### config.mk
export PLATFORM = sky130hd
export DESIGN_NAME = uirq_core
export DESIGN_NICKNAME = d
export VERILOG_FILES = /design/src/verilog/uirq_pkg.sv /design/src/verilog/uirq_core.sv
export VERILOG_INCLUDE_DIRS = /design/src /design/src/verilog
export SDC_FILE = /design/constraint.sdc
export NUM_CORES = 1
export LEC_CHECK = 0
export BUFFER_PORTS_ARGS = -buffer_cell sky130_fd_sc_hd__buf_2
export CAP_MARGIN = 40
export CORE_ASPECT_RATIO = 1.75
export CORE_UTILIZATION = 48
export CTS_CLUSTER_DIAMETER = 120
export CTS_CLUSTER_SIZE = 10
export DETAILED_ROUTE_END_ITERATION = 16
export GPL_TIMING_DRIVEN = 1
export MAX_ROUTING_LAYER = met4
export PLACE_DENSITY_LB_ADDON = 0.08
export SLEW_MARGIN = 20
export SYNTH_ARGS = -nofsm -noshare
export SYNTH_HDL_FRONTEND = slang
export SYNTH_SLANG_ARGS = --single-unit
### constraint.sdc
create_clock -name pclk -period 2.7 [get_ports pclk]
set_clock_uncertainty 0.2 [all_clocks]
set_input_delay 0.405 -clock pclk [delete_from_list [all_inputs] [get_ports pclk]]
set_output_delay 0.405 -clock pclk [all_outputs]
set_load 0.005 [all_outputs]
### src/verilog/uirq_regs.svh
`ifndef UIRQ_REGS_SVH
`define UIRQ_REGS_SVH
// ==========================================
// Register offsets (byte addresses)
`define UIRQ_OFS_ENABLE 12'h010
`define UIRQ_OFS_DISABLE 12'h014
`define UIRQ_OFS_MASK 12'h018
`define UIRQ_OFS_PEND 12'h01C
`define UIRQ_OFS_CLEAR 12'h020
// ==========================================
// Field positions
`define UIRQ_BIT_SUSP 8
`define UIRQ_BIT_RSM 9
`define UIRQ_BIT_SOF 11
`define UIRQ_BIT_BRST 12
`define UIRQ_BIT_WAKE 13
`define UIRQ_EP_NUM 6
`define UIRQ_EP_FLAGS 5
// Maskable positions, event positions, forced-one position
`define UIRQ_MASK_VALID 32'h0000_2B3F
`define UIRQ_EVT_VALID 32'h0000_3B00
`define UIRQ_MASK_FORCED 32'h0000_1000
// ==========================================
// Reset values
`define UIRQ_MASK_RST 32'h0000_0200
`define UIRQ_PEND_RST 32'h0000_0000
// ==========================================
// Timing
`define UIRQ_IDLE_MS 3
`define UIRQ_CLK_KHZ 125000
`define UIRQ_IDLE_CYC (`UIRQ_IDLE_MS * `UIRQ_CLK_KHZ)
`define UIRQ_CNT_W 19
`endif

### src/verilog/uirq_pkg.sv
`default_nettype none
package uirq_pkg;
   // Bus-side link state
   typedef enum logic [0:0] {
      UIRQ_ACTIVE = 1'b0,
      UIRQ_SUSPENDED = 1'b1
   } uirq_state_e;
   typedef logic [31:0] uirq_word_t;
endpackage
`default_nettype wire

### src/verilog/uirq_core.sv
// Our own choices: the address map and the APB register port.
`include "uirq_regs.svh"
`default_nettype none
module uirq_core
   import uirq_pkg::*;
#(
   parameter int unsigned IDLE_CYCLES = `UIRQ_IDLE_CYC
) (
   input wire logic pclk,
   input wire logic presetn,
   input wire logic ce,
   input wire logic psel,
   input wire logic penable,
   input wire logic pwrite,
   input wire logic [11:0] paddr,
   input wire logic [31:0] pwdata,
   output logic [31:0] prdata,
   output logic pready,
   output logic pslverr,
   input wire logic [29:0] ep_flags,
   input wire logic bus_activity,
   input wire logic bus_resume,
   input wire logic bus_sof,
   input wire logic bus_reset_done,
   output logic irq,
   output logic suspend_mode
);

   // ==========================================
   // Pin synchronisers: 0 activity, 1 resume, 2 sof, 3 reset end
   logic [3:0] pin_w;
   logic [3:0] s1_r, s2_r, s3_r, lvl_r;
   logic [3:0] s1_nxt, s2_nxt, s3_nxt, lvl_nxt;
   logic [3:0] agree, rise;

   assign pin_w = {bus_reset_done, bus_sof, bus_resume, bus_activity};

   // A change only counts once stages two and three agree
   always_comb begin
      s1_nxt = pin_w;
      s2_nxt = s1_r;
      s3_nxt = s2_r;
      agree = ~(s2_r ^ s3_r);
      lvl_nxt = (agree & s2_r) | (~agree & lvl_r);
      rise = agree & s2_r & ~lvl_r;
   end

   always_ff @(posedge pclk or negedge presetn) begin
      if (!presetn) begin
         s1_r <= 4'h0;
         s2_r <= 4'h0;
         s3_r <= 4'h0;
         lvl_r <= 4'h0;
      end else if (ce) begin
         s1_r <= s1_nxt;
         s2_r <= s2_nxt;
         s3_r <= s3_nxt;
         lvl_r <= lvl_nxt;
      end
   end

   // ==========================================
   // Endpoint status follows the endpoint flags, no storage here
   logic [`UIRQ_EP_NUM-1:0] ep_sts;
   genvar e;
   generate
      for (e = 0; e < `UIRQ_EP_NUM; e++) begin : g_ep
         // Only the flag owner can drop this bit
         assign ep_sts[e] = |ep_flags[`UIRQ_EP_FLAGS*e +: `UIRQ_EP_FLAGS];
      end
   endgenerate

   // ==========================================
   // Idle timer and suspend state
   uirq_state_e st_r, st_nxt;
   logic [`UIRQ_CNT_W-1:0] idle_r, idle_nxt;
   logic susp_evt;

   // Counter restarts on any stable activity
   always_comb begin
      st_nxt = st_r;
      idle_nxt = idle_r;
      susp_evt = 1'b0;
      case (st_r)
         UIRQ_ACTIVE: begin
            if (lvl_r[0]) begin
               idle_nxt = '0;
            end else if (idle_r == `UIRQ_CNT_W'(IDLE_CYCLES - 1)) begin
               idle_nxt = '0;
               susp_evt = 1'b1;
               st_nxt = UIRQ_SUSPENDED;
            end else begin
               idle_nxt = idle_r + `UIRQ_CNT_W'(1);
            end
         end
         UIRQ_SUSPENDED: begin
            if (lvl_r[0]) begin
               st_nxt = UIRQ_ACTIVE;
            end
         end
         default: st_nxt = UIRQ_ACTIVE;
      endcase
   end

   always_ff @(posedge pclk or negedge presetn) begin
      if (!presetn) begin
         st_r <= UIRQ_ACTIVE;
         idle_r <= '0;
      end else if (ce) begin
         st_r <= st_nxt;
         idle_r <= idle_nxt;
      end
   end

   assign suspend_mode = (st_r == UIRQ_SUSPENDED);

   // ==========================================
   // APB decode; zero wait states while enabled
   logic setup, acc, wr;
   logic sel_en, sel_dis, sel_mask, sel_pend, sel_clr, hit;

   assign setup = psel & ~penable;
   assign acc = psel & penable & ce;
   assign wr = acc & pwrite;

   always_comb begin
      sel_en = 1'b0;
      sel_dis = 1'b0;
      sel_mask = 1'b0;
      sel_pend = 1'b0;
      sel_clr = 1'b0;
      if (paddr == `UIRQ_OFS_ENABLE) begin
         sel_en = 1'b1;
      end else if (paddr == `UIRQ_OFS_DISABLE) begin
         sel_dis = 1'b1;
      end else if (paddr == `UIRQ_OFS_MASK) begin
         sel_mask = 1'b1;
      end else if (paddr == `UIRQ_OFS_PEND) begin
         sel_pend = 1'b1;
      end else if (paddr == `UIRQ_OFS_CLEAR) begin
         sel_clr = 1'b1;
      end
   end

   assign hit = sel_en | sel_dis | sel_mask | sel_pend | sel_clr;
   // Clock enable low stretches the access phase
   assign pready = ce;
   assign pslverr = psel & penable & ~hit;

   // ==========================================
   // Mask and sticky event status
   uirq_word_t mask_r, mask_nxt, pend_r, pend_nxt;
   uirq_word_t en_w, dis_w, clr_w, set_w;
   uirq_word_t mask_view, pend_view;

   always_comb begin
      en_w = (wr & sel_en) ? (pwdata & `UIRQ_MASK_VALID) : '0;
      dis_w = (wr & sel_dis) ? pwdata : '0;
      clr_w = (wr & sel_clr) ? (pwdata & `UIRQ_EVT_VALID) : '0;
      set_w = '0;
      set_w[`UIRQ_BIT_SUSP] = susp_evt;
      set_w[`UIRQ_BIT_RSM] = rise[1];
      set_w[`UIRQ_BIT_SOF] = rise[2];
      set_w[`UIRQ_BIT_BRST] = rise[3];
      set_w[`UIRQ_BIT_WAKE] = rise[1] | rise[3];
      // Zeros written change nothing
      mask_nxt = (mask_r | en_w) & ~dis_w;
      // A new event wins over a clear in the same cycle
      pend_nxt = (pend_r & ~clr_w) | set_w;
   end

   always_ff @(posedge pclk or negedge presetn) begin
      if (!presetn) begin
         mask_r <= `UIRQ_MASK_RST;
         pend_r <= `UIRQ_PEND_RST;
      end else if (ce) begin
         mask_r <= mask_nxt;
         pend_r <= pend_nxt;
      end
   end

   // End-of-reset source cannot be masked
   assign mask_view = mask_r | `UIRQ_MASK_FORCED;
   assign pend_view = pend_r | {26'h0, ep_sts};
   assign irq = |(pend_view & mask_view);

   // ==========================================
   // Read data, captured in the setup cycle
   uirq_word_t rd_r, rd_nxt;

   always_comb begin
      rd_nxt = rd_r;
      if (setup & ~pwrite) begin
         if (sel_mask) begin
            rd_nxt = mask_view;
         end else if (sel_pend) begin
            rd_nxt = pend_view;
         end else begin
            rd_nxt = '0;
         end
      end
   end

   always_ff @(posedge pclk or negedge presetn) begin
      if (!presetn) begin
         rd_r <= '0;
      end else if (ce) begin
         rd_r <= rd_nxt;
      end
   end

   assign prdata = rd_r;

   // ==========================================
   // Checks
   property p_dis_clears;
      @(posedge pclk) disable iff (!presetn)
      (wr && sel_dis && pwdata[`UIRQ_BIT_RSM]) |=> !mask_r[`UIRQ_BIT_RSM];
   endproperty
   a_dis_clears: assert property (p_dis_clears)
      else $error("disable write left resume mask set");

   property p_en_sets;
      @(posedge pclk) disable iff (!presetn)
      (wr && sel_en && pwdata[0]) |=> mask_r[0] && (irq || !pend_view[0]);
   endproperty
   a_en_sets: assert property (p_en_sets)
      else $error("enable write did not set mask");

   property p_mask_read;
      @(posedge pclk) disable iff (!presetn)
      (setup && ce && !pwrite && sel_mask) |=>
         prdata[12] && prdata[31:14] == 18'h0 && prdata[7:6] == 2'h0;
   endproperty
   a_mask_read: assert property (p_mask_read)
      else $error("mask read layout wrong");

   property p_ep_irq;
      @(posedge pclk) disable iff (!presetn)
      (ep_flags[4:0] != 5'h0 && mask_r[0]) |-> irq;
   endproperty
   a_ep_irq: assert property (p_ep_irq)
      else $error("endpoint flag did not raise irq");

   property p_susp;
      @(posedge pclk) disable iff (!presetn)
      (ce && st_r == UIRQ_ACTIVE && !lvl_r[0] &&
       idle_r == `UIRQ_CNT_W'(IDLE_CYCLES - 1)) |=>
         pend_r[`UIRQ_BIT_SUSP] && suspend_mode;
   endproperty
   a_susp: assert property (p_susp)
      else $error("idle timeout did not suspend");

   property p_rsm;
      @(posedge pclk) disable iff (!presetn)
      (ce && rise[1]) |=> pend_r[`UIRQ_BIT_RSM] && pend_r[`UIRQ_BIT_WAKE];
   endproperty
   a_rsm: assert property (p_rsm)
      else $error("resume not recorded");

   property p_sof;
      @(posedge pclk) disable iff (!presetn)
      (ce && rise[2]) |=> pend_r[`UIRQ_BIT_SOF];
   endproperty
   a_sof: assert property (p_sof)
      else $error("frame start not recorded");

   property p_brst;
      @(posedge pclk) disable iff (!presetn)
      (ce && rise[3]) |=> pend_r[`UIRQ_BIT_BRST] && irq;
   endproperty
   a_brst: assert property (p_brst)
      else $error("bus reset end not recorded or masked");

   property p_clr;
      @(posedge pclk) disable iff (!presetn)
      (wr && sel_clr && pwdata[`UIRQ_BIT_SOF] && !rise[2]) |=>
         !pend_r[`UIRQ_BIT_SOF];
   endproperty
   a_clr: assert property (p_clr)
      else $error("clear write did not clear frame status");

   property p_wake_brst;
      @(posedge pclk) disable iff (!presetn)
      (ce && rise[3]) |=> pend_r[`UIRQ_BIT_WAKE];
   endproperty
   a_wake_brst: assert property (p_wake_brst)
      else $error("bus reset end did not set wakeup");

   // Only the flag owner may drop endpoint status, never the clear write
   property p_ep_kept;
      @(posedge pclk) disable iff (!presetn)
      (wr && sel_clr && ep_flags[4:0] != 5'h0) |=>
         pend_view[0] || ep_flags[4:0] == 5'h0;
   endproperty
   a_ep_kept: assert property (p_ep_kept)
      else $error("clear write dropped endpoint status");

   // Clock enable low must leave the mask, pending and idle registers untouched
   property p_frozen;
      @(posedge pclk) disable iff (!presetn)
      !ce |=> $stable(mask_r) && $stable(pend_r) && $stable(idle_r);
   endproperty
   a_frozen: assert property (p_frozen)
      else $error("state moved while clock enable low");

endmodule
`default_nettype wire

==> results.md, run 1 <==
* Status: completed
* Crit path max-delay family: simple AND/OR/NAND/NOR gates
* Post-synthesis simple-gate area fraction at 0.143
* Power density over cell area at 624 mW/mm^2
* Layout area overhead at 23.3%
* Min Hold Slack at 0.0395 ns
* Max Buffers Root-to-Sink at 2
* Post-synth ARST share at 1.00
* Post-synthesis mux area share at 0.0626
* Count leader, synth: dfrtp_1
* Sequential element share of the synthesized area at 0.569
* I/O Buffers at 119
* Ratio of cells with drive above 1 in the final layout at 0.325
* Comb power frac at 0.111
* Unrepaired setup endpoints after global routing: false
* Most frequent cells after synthesis: dfrtp_1, nand2_1, nor2_1
* Setup bufs post-CTS at 0
* # hold bufs at CTS at 1
* CP max FO at 2
* Critical path's largest stage delay at 0.51 ns
* Row cnt at 46
* Crit path to: irq
* Final worst-path cycle share at 0.855
* CTS Sinks at 104
* Reg2Reg Setup Slack at 0.51 ns
* Synth area leaders: dfrtp_1, a22o_1, nand2_1
* Core Box Area at 0.00915 sq mm
* Die width at 75.8 microns
* Hold Vio Cnt, Final at 0
* DIE HEIGHT at 131 microns
* Post-Synth Adder-Cell Area at 0.0109
* Number of synthesized register bits at 104
* DR vias/cell at 5.30
* Net switching power at 0.854 mW
* Worst slew pin tran at 0.654 ns
* Number of global-route vias before repair at 3543
* Area share of xor/xnor cells in the synthesized design at 0.0230
* Layout fillers at 776
* FF-to-FF End: idle_r[18]
* Crit end category: output pin
* Max-Cap Viols at 0
* CTS Buf Count at 9
* Synthesized cell area at 0.00457 sq mm
* TNS Setup at 0 ns
* Clock root cell: clkbuf_16
* Final Setup Violations at 0
* Clk_lat worst skew at 0.34 ns
* Seq pwr share at 0.504
* Compound-cell area share of the yosys netlist at 0.153
* Post-layout min period at 2.31 ns
* Hold Path Class: input port to flop
* Static leakage at 2.86 nW
* Final Wtd Congestion at 0.778
* Final Slew Violations at 0
* Largest family of logic cells by synthesized area: compound AO/OA/AOI/OAI gates
* Starting density of the core at 0.500
* Net Sw Frac at 0.243
* Worst r2r src: idle_r[0]
* Top-area cell type share of the netlist area at 0.563
* Largest net degree at the start of global routing at 47
* Synth Area per Inst at 11.4 sq um
* Buffers and inverters on the worst path at 2
* Post-layout nets at 612
* Worst Setup SP: ep_flags[0]
* Main synth FF type: dfrtp_1
* Layout Cells excl Fill at 649
* Max-Slew Margin vs Limit at 0.560
* Cells after synthesis at 402
* Post-DP Area at 0.00532 sq mm
* Placed cell count at 632
* Syn_nets at 490
* Fmax at 0.433 GHz
* Clock transition at the registers of the reported paths at 0.07 ns
* DRC violations left at 0
* Total wire length at 9980 microns
* Gr usage total at 0.222
* CP cell instances: buf_2 -> or4_1 -> nor2_1 -> o211ai_1 -> nor2_1 -> o2111ai_1 -> buf_2
* Worst R2R Path Depth at 6
* Antenna viol nets, final at 0
* # diodes at 0
* Hold depth at 2
* Clock network power share at 0.385
* Routed vias at 3439
* EDFF count, synth at 0
* Synth unique cells at 51
* Synthesis Warnings at 0
* Initial antenna violation count at 0
* Die area at 0.00994 sq mm
* DRT Pass-1 Iters at 4
* Avg WL per Cell at 15.4 microns
* Worst path slowest cell: or4_1
* Synth area leader: dfrtp_1
* Core Util, Final at 0.616
* PostCTS Resize Cnt at 0
* Grt ovf at 0
* CP Data Arrival Time at 1.70 ns
* Crit path launch type: input port
* CP required at 2.10 ns
* Initial DRC count at 139
* Pint at 2.67 mW
* Crit path kind: input port to output pin
* CTS tree: yes
* Max VDD drop at 471 uV
* Ports at 120
* CP Depth at 7
* Post-route cell area at 0.00564 sq mm
* Dpl hpwl at 7310 microns
* Max H-tree Level at 3
* First-pass GRT wire length at 16400 microns
==> worst register-to-register path: stages (launching register included) <==
cell	delay (ns)
dfrtp_1	0.38
ha_1	0.22
nand2_1	0.17
nor4_1	0.64
nand4_1	0.19
xor2_1	0.20
nor2_1	0.05
==> final cells by class <==
cell class                 count  area, sq um  share of cell area
sequential                   104         2600               0.462
tap                          120          150              0.0266
multi-input combinational    262         1810               0.321
clock buffer                  10          229              0.0406
timing repair buffer         131          703               0.125
inverter                      16         60.1              0.0107
clock inverter                 6         83.8              0.0149
==> power by group through the flow <==
stage / Clock, mW / Combinational [mW] / Sequential [mW]
2_1_floorplan: 0 / 0.247 / 1.77
3_3_place_gp: 0 / 0.379 / 1.80
3_5_place_dp: 0 / 0.395 / 1.81
4_1_cts: 1.38 / 0.398 / 1.78
5_1_grt: 1.46 / 0.447 / 1.79
6_report: 1.35 / 0.391 / 1.78
==> worst min path at each step <==
stage | start | endpoint | slack [ns]
2_1_floorplan | presetn | async pin | -0.09
3_3_place_gp | flop | pend_r[11] | 0.23
3_5_place_dp | flop | pend_r[11] | 0.24
4_1_cts | pwdata[30] | mask_r[30] | 0.03
5_1_grt | pwdata[30] | mask_r[30] | 0.03
6_report | pwdata[30] | mask_r[30] | 0.04
==> metrics by stage <==
| step | power, mW | worst slack (ns) |
|---|---|---|
| final | 3.52 | 0.392 |
| after global routing | 3.69 | 0.245 |
| after CTS | 3.56 | 0.336 |
| after detailed placement | 2.20 | 0.322 |
| after global placement | 2.18 | 0.336 |
| after floorplan | 2.02 | 0.763 |
==> kinds of logic (layout without fill, tap and decap cells) <==
group / after synthesis / count (layout)
AO/OA/AOI/OAI: 94 / 94
adder cells (fa/ha/maj): 4 / 4
buffers and inverters: 36 / 163
flip-flops: 104 / 104
multiplexers: 27 / 27
XOR/XNOR: 12 / 12
AND/OR/NAND/NOR: 125 / 125
==> registers in the layout (all words and copies together) (netlist names), named ones only <==
name	flops
suspend_mode	1
s1_r	4
mask_r	31
s2_r	4
s3_r	4
prdata	32
pend_r	5
idle_r	19
==> cell usage in the layout (no fill, tap or decap), types with 6 or more instances in the layout <==
| cell type | instances |
|---|---|
| or4_1 | 6 |
| a21boi_0 | 21 |
| o31ai_1 | 9 |
| inv_1 | 16 |
| nand3_1 | 6 |
| dfrtp_1 | 103 |
| o21ai_0 | 16 |
| xor2_1 | 9 |
| mux2i_1 | 14 |
| a22o_1 | 25 |
| nor2_1 | 26 |
| buf_2 | 118 |
| a21oi_1 | 10 |
| clkbuf_16 | 9 |
| nand2_1 | 49 |
| mux2_2 | 13 |
| buf_4 | 11 |
==> layer usage <==
metal  vias to the layer above  share of wire  wire (microns)  GRT usage
met5                         -              0               0          -
met4                         0          0.024             237     0.0977
met3                        17          0.048             476     0.0567
met2                        85           0.54            5430      0.376
met1                      1660           0.38            3840      0.235
li1                       1677              -               -          -
Power figures use the tool's default switching activity.
==> inputs of run 2 (changes only) <==
==> constraint.sdc (replaced) <==
create_clock -name pclk -period 2.5 [get_ports pclk]
set_clock_uncertainty 0.2 [all_clocks]
set_input_delay 0.375 -clock pclk [delete_from_list [all_inputs] [get_ports pclk]]
set_output_delay 0.375 -clock pclk [all_outputs]
set_load 0.005 [all_outputs]
==> run 2 against run 1 <==
Net effect: core utilization up 0.15 points; worst setup slack got worse by 0.21 ns; non-clock buffer count grew 3; final area rose by 0.24%; combinational power rose by 8.7%; die area did not move; clock power is 3% higher; total power grew 5.8%; critical path depth unchanged; cell count increased by 0.62%.
==> results.md, run 2 (synthesis results as in run 1) <==
* Final Wtd Congestion at 0.848 (+8.9%)
* Critical path's largest stage delay at 0.51 ns (about the same)
* Most common cell after layout, fill and taps aside: buf_2
* CP cell instances: buf_2 -> or4_1 -> nor2_1 -> o211ai_1 -> nor2_1 -> o2111ai_1 -> buf_2
* Clock transition at the registers of the reported paths at 0.07 ns (about the same)
* DIE HEIGHT at 131 microns (unchanged)
* Dpl hpwl at 7490 microns (+2.4%)
* CTS Sinks at 104 (unchanged)
* Avg WL per Cell at 15.3 microns (-0.24%)
* Max H-tree Level at 3 (unchanged)
* Placed cell count at 632 (unchanged)
* CP Data Arrival Time at 1.74 ns (+0.04 ns)
* Worst slew pin tran at 0.594 ns (-0.0601 ns)
* Post-layout min period at 2.32 ns
* Most frequent cells in the layout: buf_2, dfrtp_1, nand2_1
* Metal3 WL at 370 microns (-22%)
* DRT met1 WL at 3810 microns (-0.76%)
* Grt ovf at 0 (unchanged)
* Worst path slowest cell: or4_1
* Ratio of cells with drive above 1 in the final layout at 0.320 (-0.00559)
* Post-route cell area at 0.00565 sq mm (+0.24%)
* Final worst-path cycle share at 0.928
* DR top layer: met4
* Ports at 120 (unchanged)
* CP required at 1.92 ns (-0.18 ns)
* Crit path max-delay family: simple AND/OR/NAND/NOR gates
* Crit path launch type: input port
* Hold Vio Cnt, Final at 0 (unchanged)
* First-pass GRT wire length at 16400 microns (about the same)
* Max VDD drop at 378 uV (-20%)
* Crit end category: output pin
* Clock root cell: clkbuf_16
* Buffers and inverters on the worst path at 2 (unchanged)
* Max-Slew Margin vs Limit at 0.601 (+0.0408)
* Layout area overhead at 23.6%
* DR vias/cell at 5.30 (about the same)
* TNS Setup at 0 ns (unchanged)
* Layout Cells excl Fill at 653 (+0.62%)
* Gr usage total at 0.223 (+0.000870)
* Final Setup Violations at 0 (unchanged)
* CTS tree: yes
* Unrepaired setup endpoints after global routing: false
* Max Buffers Root-to-Sink at 2 (unchanged)
* Clk_lat worst skew at 0.34 ns (about the same)
* Antenna viol nets, final at 0 (unchanged)
* Fin worst setup slack at 0.181 ns (-0.211 ns)
* Fmax at 0.431 GHz
* Final Slew Violations at 0 (unchanged)
* Starting density of the core at 0.500 (unchanged)
* Largest net degree at the start of global routing at 53 (+13%)
* Power, Total at 3.72 mW (+5.8%)
* Post-layout nets at 615 (+0.49%)
* CP max FO at 2 (unchanged)
* Status: completed
* Dpl ws at 0.158 ns (-0.164 ns)
* Hold Path Class: input port to flop
* Row cnt at 46 (unchanged)
* # hold bufs at CTS at 4 (+3)
* Core Box Area at 0.00915 sq mm (unchanged)
* Post-DP Area at 0.00532 sq mm (unchanged)
* Die area at 0.00994 sq mm (unchanged)
* Initial antenna violation count at 1 (+1)
* Setup bufs post-CTS at 0 (unchanged)
* Initial DRC count at 112 (-19%)
* Number of flip-flops in the largest register at 32 (unchanged)
* Core Util, Final at 0.618 (+0.00150)
* Routed vias at 3463 (+0.70%)
* I/O Buffers at 119 (unchanged)
* PostCTS Resize Cnt at 0 (unchanged)
* Met2 wire len at 5540 microns (+2.1%)
* Number of global-route vias before repair at 3572 (+0.82%)
* Min Hold Slack at 0.0114 ns (-0.0281 ns)
* DRC violations left at 0 (unchanged)
* Power density over cell area at 659 mW/mm^2 (+5.5%)
* Static leakage at 2.86 nW (about the same)
* Max-Cap Viols at 0 (unchanged)
* Die width at 75.8 microns (unchanged)
* CTS Buf Count at 9 (unchanged)
* DRT Pass-1 Iters at 4 (unchanged)
* Total wire length at 10000 microns (+0.37%)
* Crit path kind: input port to output pin
-- run 2: cell types whose count changed in the layout (fill, tap and decap cells not counted) --
cell           previous run  this run
dlygate4sd3_1             1         4
clkbuf_1                  1         3
clkinv_2                  3         1
bufinv_16                 2         1
clkbuf_8                  0         1
diode_2                   0         1
-- run 2: path summary, 6_finish.rpt --
check	depth (start not counted)	to	slack, ns	start
max	7	irq	0.18	ep_flags[0]
min	2	mask_r[25]	0.01	pwdata[25]
max reg2reg	5	idle_r[17]	0.51	suspend_mode
min reg2reg	1	pend_r[11]	0.23	flop
max in group asynchronous	3	mask_r[9]	1.11	presetn
min in group asynchronous	2	prdata[20]	0.31	presetn
-- run 2: final cells by class --
type,instances,area [sq um]
Antenna cell,1,2.50
Clock buffer,13,250
Clock inverter,3,43.8
Fill cell,779,3500
Inverter,16,60.1
Multi-Input combinational cell,262,1810
Sequential cell,104,2600
Tap cell,120,150
Timing Repair Buffer,134,733
-- run 2: where the power goes --
group / switching [mW] / internal [mW]
sequential: 0.115 / 1.80
clock: 0.584 / 0.805
combinational: 0.211 / 0.213
total: 0.910 / 2.81
-- run 2: per-layer routing --
layer	GRT usage	vias up
li1	-	1679
met1	0.230	1697
met2	0.386	67
met3	0.0475	20
met4	0.105	0
met5	-	-
